<file path="config.mk">
export PLATFORM = sky130hd
export DESIGN_NAME = lsfh_top
export DESIGN_NICKNAME = d
export VERILOG_FILES = /design/src/lsfh_pkg.sv /design/src/lsfh_str_if.sv /design/src/lsfh_str_mon.sv /design/src/lsfh_unlatch.sv /design/src/lsfh_top.sv
export VERILOG_INCLUDE_DIRS = /design/src
export SDC_FILE = /design/constraint.sdc
export NUM_CORES = 1
export LEC_CHECK = 0
export ABC_AREA = 1
export BUFFER_PORTS_ARGS = -buffer_cell sky130_fd_sc_hd__buf_2
export CORE_UTILIZATION = 60
export DETAILED_ROUTE_END_ITERATION = 12
export HOLD_SLACK_MARGIN = 0.1
export PLACE_DENSITY = 0.76
export SLEW_MARGIN = 40
export SYNTH_ARGS = -nofsm -noshare
export SYNTH_HDL_FRONTEND = slang
export SYNTH_SLANG_ARGS = --single-unit
</file>
<file path="constraint.sdc">
create_clock -name sys_clk_in -period 5.9 [get_ports sys_clk_in]
set_input_delay 0.295 -clock sys_clk_in [delete_from_list [all_inputs] [get_ports sys_clk_in]]
set_output_delay 0.295 -clock sys_clk_in [all_outputs]
set_load 0.02 [all_outputs]
</file>
<file path="src/lsfh_cfg.svh">
// Timing and sizing constants for the LED string fault handler.
// Assumes a 100 MHz system clock; included by its bare name.
`ifndef LSFH_CFG_SVH
`define LSFH_CFG_SVH

`define LSFH_CLK_MHZ        100
`define LSFH_NUM_STRINGS    4
// Partial-short detection time in ns and in clock cycles
`define LSFH_DETECT_NS      2000
`define LSFH_DETECT_CYC     ((`LSFH_DETECT_NS * `LSFH_CLK_MHZ) / 1000)
`define LSFH_DET_W          8
// Latch-clear low time in us and in clock cycles
`define LSFH_UNLATCH_US     16000
`define LSFH_UNLATCH_CYC    (`LSFH_UNLATCH_US * `LSFH_CLK_MHZ)
`define LSFH_UNL_W          21

`endif

</file>
<file path="src/lsfh_pkg.sv">
// Types shared by the LED string fault handler modules.
// Assumes lsfh_cfg.svh is on the include path.
`include "lsfh_cfg.svh"

package lsfh_pkg;

  typedef enum logic [0:0] {
    LSFH_MODE_ISOLATE  = 1'b0,
    LSFH_MODE_SHUT_ALL = 1'b1
  } lsfh_mode_t;

  typedef enum logic [1:0] {
    LSFH_STR_OK      = 2'b00,
    LSFH_STR_OFF     = 2'b01,
    LSFH_STR_RETRY   = 2'b10,
    LSFH_STR_PASSED  = 2'b11
  } lsfh_str_state_t;

  typedef logic [`LSFH_NUM_STRINGS-1:0] lsfh_vec_t;

endpackage

</file>
<file path="src/lsfh_str_if.sv">
// Per-string signals between the top and the string monitors.
// Assumes one clock domain shared by all parties.
interface lsfh_str_if;
  import lsfh_pkg::*;
  lsfh_vec_t pwm_edge;
  lsfh_vec_t above_thr;
  lsfh_vec_t regulating;
  lsfh_vec_t other_low;
  lsfh_vec_t sink_en;
  lsfh_vec_t short_hit;
  lsfh_vec_t flag_hold;

  modport ctrl (
    output pwm_edge,
    output above_thr,
    output regulating,
    output other_low,
    input  sink_en,
    input  short_hit,
    input  flag_hold
  );
  modport mon (
    input  pwm_edge,
    input  above_thr,
    input  regulating,
    input  other_low,
    output sink_en,
    output short_hit,
    output flag_hold
  );
endinterface

</file>
<file path="src/lsfh_str_mon.sv">
// One partial-short monitor per LED string, looped by a generate.
// Assumes the top supplies qualified comparator levels and PWM edges.
`include "lsfh_cfg.svh"

module lsfh_str_mon
  import lsfh_pkg::*;
(
  input  wire logic  sys_clk_in,
  input  wire logic  srst_in,
  input  wire logic  clk_en_in,
  input  wire logic  pwm_in,
  lsfh_str_if.mon    str
);

  typedef struct packed {
    lsfh_str_state_t         st;
    logic [`LSFH_DET_W-1:0]  cnt;
  } lsfh_mon_state_t;

  localparam logic [`LSFH_DET_W-1:0] DET_CYC =
    `LSFH_DET_W'(`LSFH_DETECT_CYC);

  genvar gi;
  generate
    for (gi = 0; gi < `LSFH_NUM_STRINGS; gi++) begin : g_str
      lsfh_mon_state_t s;
      lsfh_mon_state_t next_s;
      logic            cond;

      // Evaluation only while PWM is high
      assign cond = pwm_in & str.above_thr[gi] & str.regulating[gi]
                    & str.other_low[gi];

      always_comb begin
        next_s = s;
        unique case (s.st)
          LSFH_STR_OK, LSFH_STR_RETRY, LSFH_STR_PASSED: begin
            if (cond) begin
              if (s.cnt >= DET_CYC - `LSFH_DET_W'(1)) begin
                next_s.st  = LSFH_STR_OFF;
                next_s.cnt = '0;
              end else begin
                next_s.cnt = s.cnt + `LSFH_DET_W'(1);
              end
            end else begin
              next_s.cnt = '0;
            end
            if (str.pwm_edge[gi] && !cond) begin
              if (s.st == LSFH_STR_RETRY) begin
                next_s.st = LSFH_STR_PASSED;
              end else if (s.st == LSFH_STR_PASSED) begin
                next_s.st = LSFH_STR_OK;
              end
            end
          end
          LSFH_STR_OFF: begin
            next_s.cnt = '0;
            // Retry if still short, else counts as passed
            if (str.pwm_edge[gi]) begin
              next_s.st = cond ? LSFH_STR_RETRY
                               : LSFH_STR_PASSED;
            end
          end
        endcase
        if (srst_in) begin
          next_s = '0;
        end
      end

      always_ff @(posedge sys_clk_in) begin
        if (clk_en_in || srst_in) begin
          s <= next_s;
        end
      end

      assign str.sink_en[gi]   = (s.st != LSFH_STR_OFF);
      assign str.short_hit[gi] = (s.st != LSFH_STR_OFF) && cond
                                 && (s.cnt >= DET_CYC - `LSFH_DET_W'(1));
      assign str.flag_hold[gi] = (s.st != LSFH_STR_OK);
    end
  endgenerate

endmodule

</file>
<file path="src/lsfh_unlatch.sv">
// Measures how long enable or PWM has stayed low.
// Assumes enable and PWM are synchronous to the clock.
`include "lsfh_cfg.svh"

module lsfh_unlatch
  import lsfh_pkg::*;
#(
  parameter int unsigned UNLATCH_CYC = `LSFH_UNLATCH_CYC
) (
  input  wire logic  sys_clk_in,
  input  wire logic  srst_in,
  input  wire logic  clk_en_in,
  input  wire logic  low_in,
  output logic       expired_out
);

  typedef struct packed {
    logic [`LSFH_UNL_W-1:0] cnt;
    logic                   done;
  } lsfh_unl_state_t;

  localparam logic [`LSFH_UNL_W-1:0] LIMIT =
    `LSFH_UNL_W'(UNLATCH_CYC - 1);

  lsfh_unl_state_t s;
  lsfh_unl_state_t next_s;

  always_comb begin
    next_s = s;
    if (!low_in) begin
      next_s = '0;
    end else if (s.cnt >= LIMIT) begin
      next_s.done = 1'b1;
    end else begin
      next_s.cnt = s.cnt + `LSFH_UNL_W'(1);
    end
    if (srst_in) begin
      next_s = '0;
    end
  end

  always_ff @(posedge sys_clk_in) begin
    if (clk_en_in || srst_in) begin
      s <= next_s;
    end
  end

  assign expired_out = s.done;

endmodule

</file>
<file path="src/lsfh_top.sv">
// Top of the LED string fault handler: fault line, shutdown, latching.
// Assumes all inputs are synchronous to sys_clk_in; analog
// comparators arrive as levels per string.
`include "lsfh_cfg.svh"

// Behaviour
// - Isolate mode ignores external fault-line low.
// - Shut-all mode drives and senses fault line.
// - External low stops boost, sinks; disconnect kept.
// - Restart after external release and no fault.
// - External high never clears latched faults.
// - Short evaluated only while PWM high.
// - After detect time disable string, pull line.
// - Each PWM rising edge retries disabled string.
// - Passed retry resumes string, flag kept.
// - Flag released second edge after removal.
// - Short needs regulation and another pin low.
// - Shut-all short latches off; long low clears.
module lsfh_top
  import lsfh_pkg::*;
#(
  parameter int unsigned UNLATCH_CYC = `LSFH_UNLATCH_CYC
) (
  input  wire logic       sys_clk_in,
  input  wire logic       srst_in,
  input  wire logic       clk_en_in,
  input  wire logic       mode_shut_all_in,
  input  wire logic       enable_in,
  input  wire logic       pwm_in,
  input  wire lsfh_vec_t  above_thr_in,
  input  wire lsfh_vec_t  regulating_in,
  input  wire lsfh_vec_t  below_low_in,
  input  wire logic       fault_line_in,
  output logic            fault_line_out,
  output logic            fault_line_oe_out,
  output logic            boost_en_out,
  output logic            disconnect_on_out,
  output lsfh_vec_t       sink_en_out,
  output logic            latched_out
);

  // ****************************************************************
  // State
  // ****************************************************************
  typedef struct packed {
    logic       pwm_q;
    logic       latched;
    logic       ext_hold;
    logic       flag;
    logic       boost_en;
    logic       disc_on;
    lsfh_vec_t  sink_en;
  } lsfh_top_state_t;

  lsfh_top_state_t s;
  lsfh_top_state_t next_s;

  lsfh_str_if str ();

  logic       mode_shut;
  logic       ext_low;
  logic       unlatch;
  logic       any_hit;
  logic       any_hold;
  logic       pwm_rise;

  assign mode_shut = mode_shut_all_in;
  assign pwm_rise  = pwm_in & ~s.pwm_q;

  // Line sensed only in shut-all mode; own drive excluded
  assign ext_low   = mode_shut & ~fault_line_in & ~s.flag;

  // ****************************************************************
  // Per-string qualification
  // ****************************************************************
  genvar gi;
  generate
    for (gi = 0; gi < `LSFH_NUM_STRINGS; gi++) begin : g_q
      lsfh_vec_t others;
      always_comb begin
        others     = below_low_in;
        others[gi] = 1'b0;
      end
      assign str.pwm_edge[gi]   = pwm_rise;
      assign str.above_thr[gi]  = above_thr_in[gi];
      assign str.regulating[gi] = regulating_in[gi];
      assign str.other_low[gi]  = |others;
    end
  endgenerate

  assign any_hit  = |str.short_hit;
  assign any_hold = |str.flag_hold;

  lsfh_str_mon u_mon (
    .sys_clk_in (sys_clk_in),
    .srst_in    (srst_in),
    .clk_en_in  (clk_en_in),
    .pwm_in     (pwm_in),
    .str        (str.mon)
  );

  lsfh_unlatch #(
    .UNLATCH_CYC (UNLATCH_CYC)
  ) u_unlatch (
    .sys_clk_in  (sys_clk_in),
    .srst_in     (srst_in),
    .clk_en_in   (clk_en_in),
    .low_in      (~enable_in | ~pwm_in),
    .expired_out (unlatch)
  );

  // ****************************************************************
  // Next state
  // ****************************************************************
  always_comb begin
    next_s       = s;
    next_s.pwm_q = pwm_in;

    // Latch off all strings on a short in shut-all mode
    if (mode_shut && any_hit) begin
      next_s.latched = 1'b1;
    end else if (unlatch) begin
      next_s.latched = 1'b0;
    end

    next_s.ext_hold = ext_low;

    // Flag follows own faults only, never the external line
    if (mode_shut) begin
      next_s.flag = next_s.latched;
    end else begin
      next_s.flag = any_hold | any_hit;
    end

    if (next_s.latched) begin
      next_s.boost_en = 1'b0;
      next_s.disc_on  = 1'b0;
      next_s.sink_en  = '0;
    end else if (ext_low) begin
      next_s.boost_en = 1'b0;
      next_s.disc_on  = 1'b1;
      next_s.sink_en  = '0;
    end else begin
      // Restart once line released and nothing pending
      next_s.boost_en = 1'b1;
      next_s.disc_on  = 1'b1;
      next_s.sink_en  = mode_shut ? '1 : str.sink_en;
      if (!mode_shut) begin
        next_s.sink_en = next_s.sink_en & ~str.short_hit;
      end
    end

    if (srst_in) begin
      next_s = '0;
    end
  end

  always_ff @(posedge sys_clk_in) begin
    if (clk_en_in || srst_in) begin
      s <= next_s;
    end
  end

  // ****************************************************************
  // Outputs
  // ****************************************************************
  assign fault_line_out    = 1'b0;
  assign fault_line_oe_out = s.flag;
  assign boost_en_out      = s.boost_en;
  assign disconnect_on_out = s.disc_on;
  assign sink_en_out       = s.sink_en;
  assign latched_out       = s.latched;

endmodule

</file>
==> key figures <==
Detailed routing
  – Via count: 3283
  – Routed Antenna Nets: 0
  – Drt wl/cell: 13.7 um
  – Routed wire length: 8130 um
  – Initial DRC Count: 194
  – Via density: 5.53
  – DR pass1 iterations: 5
  – DR DRC count: 0

Cells and area
  – N_diodes: 0
  – Commonest non-fill, non-tap cells in the layout: nor2_1, nand2_1, edfxtp_1
  – Nets: 536
  – P&R area growth vs syn: 8.55%
  – Layout cell share with drive strength beyond 1: 14.9%
  – Reg area: 2130 sq um
  – Most common cell after layout, fill and taps aside: nor2_1
  – # fillers: 531
  – Multi-input gate area: 1720 sq um

STA
  – Endpoints failing hold: 0
  – Final Slew Violations: 0
  – Fmax: 454 MHz
  – Post-route minimum period: 2.20 ns
  – Endpoints failing setup: 0
  – Setup slack after layout: 3.70 ns
  – Max_slew headroom: 54.5%
  – Slew at the pin closest to its max-slew limit: 0.681 ns
  – Tcrit/Tclk final: 37.4%
  – Unrepaired setup endpoints after global routing: no
  – Final setup skew: 0.0122 ns
  – Setup TNS: 0 ns

Clocking
  – TritonCTS clock tree: built
  – Clock Latency Late Sink: 0.35 ns
  – Resized Gates After CTS: 0
  – Inserted Clock Buffers: 9
  – Hold_buf cts: 0
  – Root Buffer: clkbuf_8
  – Htree depth: 3
  – Clock Path Buffers: 2
  – Sink Count: 71
  – Post-CTS Setup Bufs: 0
  – Clock Pin Slew Worst Setup and Hold Paths: 0.07 ns

GRT
  – Vias in the first global route: 3083
  – First-pass GRT wire length: 13800 um
  – Grt ovf: 0
  – Initial antenna violation count: 0
  – Tot GR Track Use: 24.4%
  – Pin count of the biggest net entering global routing: 30

Worst setup path
  – Worst Path Max Fanout: 21
  – Worst Path Required: 5.88 ns
  – Setup CP Type: reg2reg
  – CP cell instances: ha_1 > nand2_1 > inv_2 > nand3_2 > nor2_4 > nand4_1 > nand3_1 > a21oi_4
  – Crit-path slowest cell: a21oi_4
  – WP buf/inv: 1
  – Startpoint Class: register
  – Flop2flop setup slack: 3.70 ns
  – Delay-heaviest family, CP: compound AO/OA/AOI/OAI gates
  – Critical Path Max Stage Delay: 0.59 ns
  – Crit. End Element: register
  – Crit path DAT: 2.18 ns

Floorplan
  – Starting Density: 63.6%
  – # IOs: 28
  – Die span in y: 85.2 um
  – Die W: 85.2 um
  – Die area: 7260 sq um
  – Core Region: 6530 sq um
  – Std cell rows: 29

Synth
  – Syn Area/Cell: 8.64 sq um
  – Mapped Cells: 481
  – Netlist Area Pre-Place: 4160 sq um
  – Cell taking the most area after synthesis: edfxtp_1
  – Net Count, Synth: 505
  – Sequential fraction of the synthesis area: 51.3%
  – Count of cell types in the netlist: 37
  – Register bit total from synthesis: 71
  – Most area-consuming cells after synthesis: edfxtp_1, nor2_1, nand2_1, inv_1, nand3_1
  – Share of Yosys cell area claimed by the top area cell type: 51.3%
  – Synthesis warning total: 0

Power
  – Pwr dens: 246 nW/um^2
  – Peak supply drop: 0.198 mV
  – Static Leak: 1.88 nW

Place
  – Port bufs: 26
  – Routability-driven placement congestion ratio: 0.945
  – Dpl ws: 3.70 ns
  – DP Wirelength: 5800 um

Run
  – Maxcap violations: 0

Status
  – Outcome: finished clean

Worst hold path
  – HP Class: in2reg
tightest hold or removal path: stages:
cell,delay (ns)
buf_2,0.13
inv_2,0.08
nor2_1,0.09
Yosys cell counts (all sizes together):
cell type  instances
o21ai             13
ha                 5
clkinv             1
nand3             36
buf                7
xor2              11
a31oi              4
a21oi             31
edfxtp            71
inv               70
nor2             103
nand4              8
xnor2              3
nand2             81
or2                2
nor3              19
nor3b              4
nor4               3
o211a              1
o21a               2
conb               1
a41oi              2
o22ai              3
final timing paths:
kind / startpoint / end / cells after the start
worst max-delay path: u_unlatch.s[1]$_SDFFCE_PP0P_ / u_unlatch.s[19]$_SDFFCE_PP0P_ / 8
worst min-delay path: pwm_in / s[9]$_SDFFCE_PP0P_ / 3
worst max register to register: u_unlatch.s[1]$_SDFFCE_PP0P_ / u_unlatch.s[19]$_SDFFCE_PP0P_ / 8
worst min register to register: u_mon.g_str[1].s[0]$_SDFFCE_PP0P_ / u_mon.g_str[1].s[0]$_SDFFCE_PP0P_ / 1
cell families (layout without fill, tap and decap cells):
group	after synthesis	after routing	synth area share, %
compound gates	56	56	7.83
flops	71	71	51.3
buf+inv	78	114	7.59
other cells	1	1	0.0902
simple gates	256	256	28.7
xor+xnor	14	14	2.95
fa+ha+maj	5	5	1.51
per-layer routing:
metal | part of all wire, % | vias to the layer above | global-route usage, %
li1 | - | 1664 | -
met1 | 48 | 1491 | 33.5
met2 | 45 | 110 | 38.3
met3 | 5.5 | 18 | 4.47
met4 | 1.4 | 0 | 10.6
met5 | 0 | - | 0
layout make-up:
type,count,area share (%)
clock buffers,12,3.00
inverters,71,5.93
multi-input cells,332,38.1
clock inverters,4,0.499
flip-flops and latches,71,47.3
repair buffers,27,3.05
well taps,77,2.14
metrics by stage:
step / cell area (sq um) / hold WS, ns / utilization, % / cells / total power [mW]
finish: 4510 / 0.367 / 69.1 / 594 / 1.11
floorplan: 4160 / 0.507 / - / 481 / 0.748
detailed placement: 4350 / 0.582 / 66.7 / 578 / 0.788
global placement: 4350 / 0.567 / 66.6 / 578 / 0.780
global route: 4510 / 0.363 / 69.1 / 594 / 1.15
CTS: 4510 / 0.357 / 69.1 / 594 / 1.11
where the power goes:
part / switching, mW / internal, mW / total (mW)
Clock: 0.177 / 0.151 / 0.328
Sequential: 0.0347 / 0.603 / 0.638
Combinational: 0.0966 / 0.0464 / 0.143
Total: 0.309 / 0.800 / 1.11
registers in the layout, summed over array words and instances (netlist names):
| name | flops |
|---|---|
| latched_out | 1 |
| disconnect_on_out | 1 |
| u_unlatch.expired_out | 1 |
| boost_en_out | 1 |
| sink_en_out | 4 |
| fault_line_oe_out | 1 |
| u_mon.g_str.s | 40 |
| u_unlatch.s | 21 |
| s | 1 |
Note: power is estimated with default switching activity, not from simulation.
